<file path="config.mk">
export PLATFORM = sky130hd
export DESIGN_NAME = tcp_top
export DESIGN_NICKNAME = d
export VERILOG_FILES = /design/src/core/tcp_freq_calc.v /design/src/core/tcp_irq_pulse.v /design/src/core/tcp_top.v
export VERILOG_INCLUDE_DIRS = /design/src /design/src/core
export SDC_FILE = /design/constraint.sdc
export NUM_CORES = 1
export LEC_CHECK = 0
export ABC_AREA = 1
export BUFFER_PORTS_ARGS = -buffer_cell sky130_fd_sc_hd__buf_2
export CAP_MARGIN = 20
export CORE_ASPECT_RATIO = 1.75
export CORE_UTILIZATION = 55
export DETAILED_ROUTE_END_ITERATION = 16
export PLACE_DENSITY = 0.76
export SYNTH_ARGS = -nofsm -noshare
export SYNTH_HDL_FRONTEND = slang
export SYNTH_SLANG_ARGS = --single-unit
</file>
<file path="constraint.sdc">
create_clock -name clk -period 10.15 [get_ports clk]
set_input_delay 1.5225 -clock clk [delete_from_list [all_inputs] [get_ports clk]]
set_output_delay 1.5225 -clock clk [all_outputs]
set_load 0.005 [all_outputs]
</file>
<file path="src/core/tcp_defs.vh">
`ifndef TCP_DEFS_VH
`define TCP_DEFS_VH

// Register indices; byte address is four times the index
`define TCP_IDX_CHANNEL     8'h03
`define TCP_IDX_CONFIG_ONE  8'h04
`define TCP_IDX_CONFIG_TWO  8'h05
`define TCP_IDX_STATUS      8'h0A
`define TCP_IDX_FREQ        8'h10

`define TCP_RST_CHANNEL     16'h0000
`define TCP_RST_CONFIG_ONE  16'h0000
`define TCP_RST_CONFIG_TWO  16'h0000

// Writable bits; reserved bits are not stored and read as zero
`define TCP_MASK_CHANNEL    16'h83FF
`define TCP_MASK_CONFIG_ONE 16'hDCFF
`define TCP_MASK_CONFIG_TWO 16'h00F0

// Channel register fields
`define TCP_CH_TUNE         15
`define TCP_CH_IDX_HI       9
`define TCP_CH_IDX_LO       0

// Configuration one fields
`define TCP_C1_RDS_IEN      15
`define TCP_C1_DONE_IEN     14
`define TCP_C1_RDS_EN       12
`define TCP_C1_EMPH         11
`define TCP_C1_AGC_OFF      10
`define TCP_C1_BLEND_HI     7
`define TCP_C1_BLEND_LO     6
`define TCP_C1_P3_HI        5
`define TCP_C1_P3_LO        4
`define TCP_C1_P2_HI        3
`define TCP_C1_P2_LO        2
`define TCP_C1_P1_HI        1
`define TCP_C1_P1_LO        0

// Configuration two fields
`define TCP_C2_BAND_HI      7
`define TCP_C2_BAND_LO      6
`define TCP_C2_SPACE_HI     5
`define TCP_C2_SPACE_LO     4

// Status fields
`define TCP_ST_RDS_READY    15
`define TCP_ST_DONE         14
`define TCP_ST_STEREO       8

// Pin modes
`define TCP_PIN_HIZ         2'h0
`define TCP_PIN_FUNC        2'h1
`define TCP_PIN_LOW         2'h2
`define TCP_PIN_HIGH        2'h3

// Band and spacing codes
`define TCP_BAND_WIDE_EU    2'h0
`define TCP_BAND_WIDE_JP    2'h1
`define TCP_BAND_NARROW_JP  2'h2
`define TCP_SPACE_200K      2'h0
`define TCP_SPACE_100K      2'h1
`define TCP_SPACE_50K       2'h2

// Band base frequencies in kHz
`define TCP_BASE_875_KHZ    18'h155CC
`define TCP_BASE_76_KHZ     18'h128E0

// Blend window low ends in dBuV
`define TCP_BLEND_LOW_00    8'h1F
`define TCP_BLEND_LOW_01    8'h25
`define TCP_BLEND_LOW_10    8'h13
`define TCP_BLEND_LOW_11    8'h19

// Timing
`define TCP_CLK_MHZ         250
`define TCP_PULSE_TIME_US   5000
`define TCP_TUNE_CYC        6'h10

`endif

</file>
<file path="src/core/tcp_freq_calc.v">
`timescale 1ns/10ps
`include "tcp_defs.vh"

module tcp_freq_calc (
  clk,       // System clock
  rstN,      // Synchronised reset, active low
  band,      // Band selection code
  space,     // Channel spacing code
  index,     // Station index
  freqKhz    // Tuned frequency in kHz
);
  input  wire        clk;      // Clock
  input  wire        rstN;     // Reset
  input  wire [1:0]  band;     // Band
  input  wire [1:0]  space;    // Spacing
  input  wire [9:0]  index;    // Index
  output reg  [17:0] freqKhz;  // Frequency

  reg [17:0] stepKhz;
  reg [17:0] baseKhz;
  reg [17:0] freqNxt;
  wire [17:0] idx50 = {8'h00, index} * 18'h00032;

  always @* begin
    case (space)
      `TCP_SPACE_100K: stepKhz = {idx50[16:0], 1'b0};
      `TCP_SPACE_50K:  stepKhz = idx50;
      default:         stepKhz = {idx50[15:0], 2'b00};
    endcase
    // Reserved band 11 uses the low base, as the two Japan bands do
    if (band == `TCP_BAND_WIDE_EU) begin
      baseKhz = `TCP_BASE_875_KHZ;
    end else begin
      baseKhz = `TCP_BASE_76_KHZ;
    end
    freqNxt = baseKhz + stepKhz;
  end

  always @(posedge clk or negedge rstN) begin
    if (!rstN) begin
      freqKhz <= 18'h00000;
    end else begin
      freqKhz <= freqNxt;
    end
  end
endmodule

</file>
<file path="src/core/tcp_irq_pulse.v">
`timescale 1ns/10ps
`include "tcp_defs.vh"

module tcp_irq_pulse #(
  parameter PULSE_CYC = 1250000
) (
  clk,       // System clock
  rstN,      // Synchronised reset, active low
  trig,      // One-cycle request for a pulse
  active     // High while the low pulse lasts
);
  input  wire clk;     // Clock
  input  wire rstN;    // Reset
  input  wire trig;    // Trigger
  output reg  active;  // Pulse active

  reg [20:0] count_r;
  reg        pending_r;
  wire       lastCyc = (count_r == PULSE_CYC[20:0] - 21'h000001);

  // A trigger during a pulse is held, never restarts or cuts it short
  always @(posedge clk or negedge rstN) begin
    if (!rstN) begin
      active    <= 1'b0;
      count_r   <= 21'h000000;
      pending_r <= 1'b0;
    end else if (active) begin
      if (lastCyc) begin
        active  <= 1'b0;
        count_r <= 21'h000000;
      end else begin
        count_r <= count_r + 21'h000001;
      end
      if (trig) begin
        pending_r <= 1'b1;
      end
    end else if (trig || pending_r) begin
      active    <= 1'b1;
      count_r   <= 21'h000000;
      pending_r <= 1'b0;
    end
  end
endmodule

</file>
<file path="src/core/tcp_top.v">
// The implementer's own choice: the APB register port.
`timescale 1ns/10ps
`include "tcp_defs.vh"

// What this block does
// - Rising edge of the tune request bit starts a tune operation.
// - Finished tune sets the done flag in status bit 14.
// - Band 00 frequency is spacing times index plus 87.5 MHz.
// - Bands 01 and 10 use spacing times index plus 76 MHz.
// - Station index sits in channel bits 9:0 and sets the target.
// - Written index stays; readback follows the tuned channel.
// - Radio data ready event pulses pin two low 5 ms if enabled and the ready flag was clear.
// - Done event pulses pin two low 5 ms if enabled.
// - Pin two: 00 float, 01 interrupt high-rest, 10 low, 11 high.
// - Pin three: 00 float, 01 stereo indicator, 10 low, 11 high.
// - Pin one: 00 float, 10 low, 11 high; 01 reserved.
// - Emphasis select 0 chooses 75 us, 1 chooses 50 us.
// - Gain loop off bit 10 disables automatic gain control.
// - Blend window select picks one of four signal strength windows.
// - Stereo indicator is set above the low end of the window.
// - Channel and configuration registers reset to all zeros.
// - Band code 00 87.5-108, 01 76-108, 10 76-90 MHz; 11 reserved.
// - Spacing code 00 200 kHz, 01 100 kHz, 10 50 kHz.
module tcp_top #(
  parameter PULSE_CYC = `TCP_PULSE_TIME_US * `TCP_CLK_MHZ
) (
  clk,            // System clock, 250 MHz
  rst_n,          // Asynchronous reset, active low
  psel,           // APB select
  penable,        // APB enable
  pwrite,         // APB direction
  paddr,          // APB byte address
  pwdata,         // APB write data
  prdata,         // APB read data
  pready,         // APB ready
  pslverr,        // APB error, unmapped address
  rdsReady,       // Radio data block ready, one cycle
  rssi,           // Measured signal strength in dBuV
  emphasisSelect, // De-emphasis choice, 1 is 50 us
  gainLoopOff,    // Automatic gain control disabled
  radioDataEn,    // Radio data decoder enable
  tuneBusy,       // Tune operation running
  tuneFreqKhz,    // Target frequency in kHz
  pinOneOut,      // Pin one output level
  pinOneOeN,      // Pin one drive enable, active low
  pinTwoOut,      // Pin two output level
  pinTwoOeN,      // Pin two drive enable, active low
  pinThreeOut,    // Pin three output level
  pinThreeOeN     // Pin three drive enable, active low
);
  input  wire        clk;            // Clock
  input  wire        rst_n;          // Reset
  input  wire        psel;           // Select
  input  wire        penable;        // Enable
  input  wire        pwrite;         // Write
  input  wire [7:0]  paddr;          // Address
  input  wire [31:0] pwdata;         // Write data
  output reg  [31:0] prdata;         // Read data
  output reg         pready;         // Ready
  output reg         pslverr;        // Error
  input  wire        rdsReady;       // Data ready event
  input  wire [7:0]  rssi;           // Strength
  output wire        emphasisSelect; // Emphasis
  output wire        gainLoopOff;    // AGC off
  output wire        radioDataEn;    // Data enable
  output wire        tuneBusy;       // Busy
  output wire [17:0] tuneFreqKhz;    // Frequency
  output reg         pinOneOut;      // Pin one level
  output reg         pinOneOeN;      // Pin one enable
  output reg         pinTwoOut;      // Pin two level
  output reg         pinTwoOeN;      // Pin two enable
  output reg         pinThreeOut;    // Pin three level
  output reg         pinThreeOeN;    // Pin three enable

  localparam ST_IDLE   = 3'b001;
  localparam ST_TUNING = 3'b010;
  localparam ST_DONE   = 3'b100;

  reg        rstMeta_r;
  reg        rstSync_r;
  reg [15:0] channel_r;
  reg [15:0] configOne_r;
  reg [15:0] configTwo_r;
  reg [2:0]  state_r;
  reg [5:0]  tuneCnt_r;
  reg        tunePrev_r;
  reg        doneFlag_r;
  reg        doneSeen_r;
  reg        rdsFlag_r;
  reg        rdsSeen_r;
  reg        stereo_r;
  reg [9:0]  readback_r;
  reg        pulseTrig_r;
  reg [31:0] readNxt;
  reg        errNxt;
  wire       pulseActive;

  function [31:0] pad16;
    input [15:0] v;
    begin
      pad16 = {16'h0000, v};
    end
  endfunction

  function decHit;
    input [7:0] addr;
    input [7:0] idx;
    begin
      decHit = (addr[1:0] == 2'b00) && (addr[7:2] == idx[5:0]);
    end
  endfunction

  function [1:0] pinDrive;
    input [1:0] mode;
    input       funcLevel;
    input       funcOk;
    begin
      // Bit 1 is the level, bit 0 the active-low enable
      case (mode)
        `TCP_PIN_LOW:  pinDrive = 2'b00;
        `TCP_PIN_HIGH: pinDrive = 2'b10;
        `TCP_PIN_FUNC: pinDrive = funcOk ? {funcLevel, 1'b0} : 2'b01;
        default:       pinDrive = 2'b01;
      endcase
    end
  endfunction

  // Reset release is synchronised; assertion stays asynchronous
  always @(posedge clk or negedge rst_n) begin
    if (!rst_n) begin
      rstMeta_r <= 1'b0;
      rstSync_r <= 1'b0;
    end else begin
      rstMeta_r <= 1'b1;
      rstSync_r <= rstMeta_r;
    end
  end

  wire setupPhase = psel && !penable;
  wire accessDone = psel && penable && pready;
  wire wrDone     = accessDone && pwrite && !pslverr;
  wire rdDone     = accessDone && !pwrite && !pslverr;
  wire hitChan    = decHit(paddr, `TCP_IDX_CHANNEL);
  wire hitCfg1    = decHit(paddr, `TCP_IDX_CONFIG_ONE);
  wire hitCfg2    = decHit(paddr, `TCP_IDX_CONFIG_TWO);
  wire hitStat    = decHit(paddr, `TCP_IDX_STATUS);
  wire hitFreq    = decHit(paddr, `TCP_IDX_FREQ);

  wire [15:0] statusWord = {rdsFlag_r, doneFlag_r, 5'h00,
                            stereo_r, 8'h00} | {6'h00, readback_r};

  always @* begin
    readNxt = 32'h00000000;
    errNxt  = 1'b0;
    if (hitChan) begin
      readNxt = pad16(channel_r);
    end else if (hitCfg1) begin
      readNxt = pad16(configOne_r);
    end else if (hitCfg2) begin
      readNxt = pad16(configTwo_r);
    end else if (hitStat) begin
      readNxt = pad16(statusWord);
    end else if (hitFreq) begin
      readNxt = {14'h0000, tuneFreqKhz};
    end else begin
      errNxt = 1'b1;
    end
  end

  // No wait state: data and answer are registered in the setup cycle
  always @(posedge clk or negedge rstSync_r) begin
    if (!rstSync_r) begin
      prdata  <= 32'h00000000;
      pready  <= 1'b0;
      pslverr <= 1'b0;
    end else begin
      pready  <= setupPhase;
      pslverr <= setupPhase && errNxt;
      if (setupPhase && !pwrite) begin
        prdata <= readNxt;
      end
    end
  end

  always @(posedge clk or negedge rstSync_r) begin
    if (!rstSync_r) begin
      channel_r   <= `TCP_RST_CHANNEL;
      configOne_r <= `TCP_RST_CONFIG_ONE;
      configTwo_r <= `TCP_RST_CONFIG_TWO;
    end else if (wrDone) begin
      // Reserved bits are dropped so they always read back zero
      if (hitChan) begin
        channel_r <= pwdata[15:0] & `TCP_MASK_CHANNEL;
      end
      if (hitCfg1) begin
        configOne_r <= pwdata[15:0] & `TCP_MASK_CONFIG_ONE;
      end
      if (hitCfg2) begin
        configTwo_r <= pwdata[15:0] & `TCP_MASK_CONFIG_TWO;
      end
    end
  end

  wire       tuneBit  = channel_r[`TCP_CH_TUNE];
  wire [9:0] stIndex  = channel_r[`TCP_CH_IDX_HI:`TCP_CH_IDX_LO];
  wire       tuneRise = tuneBit && !tunePrev_r;
  wire       tuneEnd  = (state_r == ST_TUNING) &&
                        (tuneCnt_r == `TCP_TUNE_CYC);

  // A new tune needs the previous done flag cleared first
  always @(posedge clk or negedge rstSync_r) begin
    if (!rstSync_r) begin
      state_r    <= ST_IDLE;
      tuneCnt_r  <= 6'h00;
      tunePrev_r <= 1'b0;
      doneFlag_r <= 1'b0;
      readback_r <= 10'h000;
    end else begin
      tunePrev_r <= tuneBit;
      case (state_r)
        ST_IDLE: begin
          if (tuneRise && !doneFlag_r) begin
            state_r   <= ST_TUNING;
            tuneCnt_r <= 6'h00;
          end
        end
        ST_TUNING: begin
          readback_r <= stIndex;
          tuneCnt_r  <= tuneCnt_r + 6'h01;
          if (tuneEnd) begin
            doneFlag_r <= 1'b1;
            state_r    <= ST_DONE;
          end
        end
        ST_DONE: begin
          if (!tuneBit) begin
            doneFlag_r <= 1'b0;
            state_r    <= ST_IDLE;
          end
        end
        default: begin
          state_r <= ST_IDLE;
        end
      endcase
    end
  end

  // Clears only after a status read has shown it; a new event wins
  always @(posedge clk or negedge rstSync_r) begin
    if (!rstSync_r) begin
      rdsFlag_r <= 1'b0;
    end else if (rdsReady && configOne_r[`TCP_C1_RDS_EN]) begin
      rdsFlag_r <= 1'b1;
    end else if (rdDone && hitStat && prdata[`TCP_ST_RDS_READY]) begin
      rdsFlag_r <= 1'b0;
    end
  end

  wire doneRise = doneFlag_r && !doneSeen_r;
  wire rdsRise  = rdsFlag_r && !rdsSeen_r;
  wire pinTwoIrq = configOne_r[`TCP_C1_P2_HI:`TCP_C1_P2_LO] == `TCP_PIN_FUNC;
  wire doneEvt   = configOne_r[`TCP_C1_DONE_IEN] && doneRise;
  wire rdsEvt    = configOne_r[`TCP_C1_RDS_IEN] && rdsRise;

  always @(posedge clk or negedge rstSync_r) begin
    if (!rstSync_r) begin
      doneSeen_r  <= 1'b0;
      rdsSeen_r   <= 1'b0;
      pulseTrig_r <= 1'b0;
    end else begin
      doneSeen_r  <= doneFlag_r;
      rdsSeen_r   <= rdsFlag_r;
      pulseTrig_r <= pinTwoIrq && (doneEvt || rdsEvt);
    end
  end

  tcp_irq_pulse #(
    .PULSE_CYC (PULSE_CYC)
  ) uPulse (
    .clk    (clk),
    .rstN   (rstSync_r),
    .trig   (pulseTrig_r),
    .active (pulseActive)
  );

  tcp_freq_calc uFreq (
    .clk     (clk),
    .rstN    (rstSync_r),
    .band    (configTwo_r[`TCP_C2_BAND_HI:`TCP_C2_BAND_LO]),
    .space   (configTwo_r[`TCP_C2_SPACE_HI:`TCP_C2_SPACE_LO]),
    .index   (stIndex),
    .freqKhz (tuneFreqKhz)
  );

  reg [7:0] blendLow;
  always @* begin
    case (configOne_r[`TCP_C1_BLEND_HI:`TCP_C1_BLEND_LO])
      2'h0:    blendLow = `TCP_BLEND_LOW_00;
      2'h1:    blendLow = `TCP_BLEND_LOW_01;
      2'h2:    blendLow = `TCP_BLEND_LOW_10;
      default: blendLow = `TCP_BLEND_LOW_11;
    endcase
  end

  wire [1:0] drvOne   = pinDrive(configOne_r[`TCP_C1_P1_HI:`TCP_C1_P1_LO],
                                 1'b0, 1'b0);
  wire [1:0] drvTwo   = pinDrive(configOne_r[`TCP_C1_P2_HI:`TCP_C1_P2_LO],
                                 !pulseActive, 1'b1);
  wire [1:0] drvThree = pinDrive(configOne_r[`TCP_C1_P3_HI:`TCP_C1_P3_LO],
                                 stereo_r, 1'b1);

  // Pins float during reset; reserved pin one code also floats
  always @(posedge clk or negedge rstSync_r) begin
    if (!rstSync_r) begin
      stereo_r    <= 1'b0;
      pinOneOut   <= 1'b0;
      pinOneOeN   <= 1'b1;
      pinTwoOut   <= 1'b0;
      pinTwoOeN   <= 1'b1;
      pinThreeOut <= 1'b0;
      pinThreeOeN <= 1'b1;
    end else begin
      stereo_r    <= (rssi > blendLow);
      pinOneOut   <= drvOne[1];
      pinOneOeN   <= drvOne[0];
      pinTwoOut   <= drvTwo[1];
      pinTwoOeN   <= drvTwo[0];
      pinThreeOut <= drvThree[1];
      pinThreeOeN <= drvThree[0];
    end
  end

  assign emphasisSelect = configOne_r[`TCP_C1_EMPH];
  assign gainLoopOff    = configOne_r[`TCP_C1_AGC_OFF];
  assign radioDataEn    = configOne_r[`TCP_C1_RDS_EN];
  assign tuneBusy       = state_r[1];
endmodule

</file>
==> impl_metrics.yaml <==
clocking:
  clock_latency_ns: 0.42
  path_clk_slew_ns: 0.06
  cts-buffers-inserted: 17
  post_cts.repair.setup_buffers: 0
  cts-hold-fix-buffers: 0
  cts-resized-gates: 0
  htree_num_levels: 4
  cts.sinks: 122
  cts_tree: "built"
  root_buffer: "clkbuf_16"
  clk_path_buf_depth: 2
timing:
  finalCritPeriodShare_pct: 45.7
  max_freq_ghz: 0.215
  fin_tns_setup_ns: 0
  fin_skew_ns: 0.00761
  slew_headroom_pct: 31.1
  finalHoldViolations: 0
  finalCriticalPeriod_ns: 4.64
  setup_viol: 0
  slew_violations: 0
  rsz0062_at_grt: "false"
  worst_slew_pin_slew_ns: 1.03
critical_path:
  rr_endpoint: "uFreq.freqKhz[17]"
  end_kind: "flip-flop"
  critPathMaxFanout: 8
  critPathRequiredTime_ns: 10.46
  reg2reg_slack_ns: 5.51
  cp-start-kind: "flip-flop"
  endpoint: "uFreq.freqKhz[17]"
  worstPathArrival_ns: 4.95
  rr_worst_depth: 23
  critPathKind: "reg -> reg"
  worstSetupStartpoint: "channel_r[2]"
  r2r-start: "channel_r[2]"
placed_design:
  hpwl_um: 14500
  placed_area_um2: 8030
  io_buffers: 83
  placedCellCount: 1154
  gp_congestion: 0.965
global_routing:
  grt_util_all_layers_pct: 28.3
  grt_max_degree: 79
  grt_pass1_wl_um: 30900
  first_global_vias: 6578
  grt_overflow_total: 0
  antenna_found_initial: 1
layout:
  finalNetCount: 1117
  fin_cells: 1187
  areaGrowthSynthToFinish_pct: 15.5
  drive_gt1_share_pct: 15.8
  fin_util_pct: 64.8
  fin_area_um2: 8670
synthesis:
  synth_area_per_cell_um2: 8.24
  synth.distinct_cells: 60
  synth_cells: 911
  synth-seq-cells: 122
  synthArstFlopShare_pct: 100
  synth_area_um2: 7510
  yosys_warnings: 0
  seq_area_frac_synth_pct: 40.7
  synthFlopType: "dfrtp_1"
  synth_edf_count: 0
die:
  die_w_um: 90.3
  rows: 56
  fp.dieArea_um2: 14100
  dieHeight_um: 157
  start_util_pct: 56.1
  pin_count: 116
  coreArea_um2: 13400
drt:
  dr_wl_met2_um: 10300
  vias_per_cell: 5.58
  post-route-drc-count: 0
  wl_met3_um: 911
  drt_pre_antenna_iters: 5
  drt-met1-wl_um: 6550
  wirelength_um: 19000
  highest_layer: "met4"
  vias: 6627
  antenna_left: 0
  drt_iter0_markers: 444
  wl_per_cell_um: 16.0
run:
  maxCapViolCount: 0
power:
  leakagePower_nw: 4.61
  ir_worst_vdd_uv: 99.9
  power_density_nw_per_um2: 139
status:
  status: "complete, no violations"
hold_path:
  min_path_type: "reg -> async"
[per-stage QoR]
stage | total power (W) | setup WS (ns) | hold slack (ns)
2_1_floorplan | 0.000541 | 6.08 | 0.331
3_3_place_gp | 0.000563 | 5.53 | 0.336
3_5_place_dp | 0.000564 | 5.52 | 0.334
4_1_cts | 0.00120 | 5.51 | 0.334
5_1_grt | 0.00123 | 5.19 | 0.358
6_report | 0.00120 | 5.51 | 0.306
[routing by layer]
metal / vias to the layer above / global-route usage [%]
met5: - / 0
met4: 0 / 19.7
met3: 74 / 4.96
met2: 244 / 53.8
met1: 3159 / 27.3
li1: 3150 / -
[power by group]
| group | internal, W | leakage (nW) | switching (W) |
|---|---|---|---|
| Clock | 0.000419 | 0.296 | 0.000227 |
| Combinational | 0.0000199 | 2.86 | 0.0000315 |
| Sequential | 0.000495 | 1.46 | 0.00000945 |
[flip-flops by register name, indices dropped and copies added (netlist names), 3 cells and up]
register	flops
channel_r	11
configOne_r	13
configTwo_r	4
prdata	18
readback_r	10
state_r	3
tuneCnt_r	6
uFreq.freqKhz	17
uPulse.count_r	21
[layout by cell type (no fill, tap or decap), types with 3 or more instances in the layout]
| cell type | instances |
|---|---|
| xor2_1 | 12 |
| nand4_1 | 16 |
| a21oi_1 | 26 |
| nor2_1 | 50 |
| o21ai_1 | 10 |
| clkbuf_16 | 17 |
| dfstp_2 | 4 |
| nand2_2 | 3 |
| mux2i_1 | 3 |
| o22ai_1 | 8 |
| nand2_1 | 178 |
| o221ai_1 | 5 |
| o32a_1 | 3 |
| a21oi_2 | 3 |
| o211ai_1 | 8 |
| inv_2 | 7 |
| mux2_2 | 6 |
| buf_4 | 3 |
| clkinv_4 | 4 |
| nor4_1 | 4 |
| fa_1 | 6 |
| bufinv_16 | 4 |
| xnor2_1 | 8 |
| o21bai_1 | 3 |
| nor3_1 | 18 |
| a31oi_1 | 6 |
| ha_1 | 58 |
| clkinvlp_4 | 4 |
| nand3_2 | 5 |
| inv_1 | 148 |
| buf_2 | 83 |
| dfrtp_1 | 117 |
| conb_1 | 16 |
| a211oi_1 | 3 |
| nand3_1 | 58 |
| o21ai_0 | 64 |
[cell families after synthesis]
group / after synthesis / share of synthesized area [%]
buffers and inverters: 188 / 10.4
other: 2 / 0.100
XOR/XNOR: 20 / 2.33
multiplexers: 10 / 1.45
AO/OA/AOI/OAI: 155 / 12.5
adder cells (fa/ha/maj): 64 / 11.3
AND/OR/NAND/NOR: 350 / 21.2
flip-flops: 122 / 40.7
[Yosys cell counts (3+ instances only)]
master / count / share of area [%]
nand2_2: 3 / 0.25
mux2i_1: 3 / 0.40
o211ai_1: 8 / 0.80
nand3_1: 58 / 3.9
xnor2_1: 8 / 0.93
mux2_2: 6 / 0.90
inv_1: 148 / 7.4
a211oi_1: 3 / 0.30
o32a_1: 3 / 0.40
nor2_1: 50 / 2.5
nand3_2: 5 / 0.67
o221ai_1: 5 / 0.58
a21oi_1: 26 / 1.7
nor3_1: 18 / 1.2
buf_4: 15 / 1.5
xor2_1: 12 / 1.4
nor4_1: 4 / 0.33
clkbuf_1: 9 / 0.45
buf_2: 6 / 0.40
o21ai_1: 10 / 0.67
inv_2: 7 / 0.35
dfrtp_1: 118 / 39
o21bai_1: 3 / 0.30
ha_1: 58 / 9.7
o22ai_1: 8 / 0.67
a21oi_2: 3 / 0.35
nand2_1: 178 / 8.9
nand4_1: 16 / 1.3
fa_1: 6 / 1.6
o21ai_0: 64 / 4.3
dfstp_2: 4 / 1.4
a31oi_1: 6 / 0.50
[layout make-up]
class                   count  area [um2]
diodes                      1        2.50
flip-flops and latches    122        3060
multi-input cells         615        3720
clock inverters            13         194
repair buffers             86         438
well taps                 174         218
inverters                 157         592
clock buffers              19         443
fillers                  1164        4710
[critical path, stage by stage (launching register included)]
cell and delay [ns]:
dfrtp_1 0.48, ha_1 0.34, ha_1 0.31, fa_1 0.46
ha_1 0.40, a21oi_2 0.21, nand2_1 0.09, nand3_1 0.07
nand2_1 0.08, a31oi_1 0.17, xor2_1 0.36, nand2_1 0.09
nand3_1 0.08, o21ai_0 0.09, inv_1 0.07, ha_1 0.28
a21oi_1 0.30, nor2_1 0.07, a211oi_1 0.19, nand3_1 0.15
nand2_1 0.11, nand2_1 0.05, nand2_1 0.05, nand2_1 0.04
[worst min-delay path by stage]
stage,end,from,depth (start not counted)
detailed placement,uPulse.count_r[20],rstSync_r,0
finish,uPulse.count_r[20],rstSync_r,0
global route,uPulse.count_r[3],rstSync_r,0
CTS,uPulse.count_r[20],rstSync_r,0
floorplan,rstSync_r,rstMeta_r,0
global placement,uPulse.count_r[20],rstSync_r,0
Power figures use the tool's default switching activity.
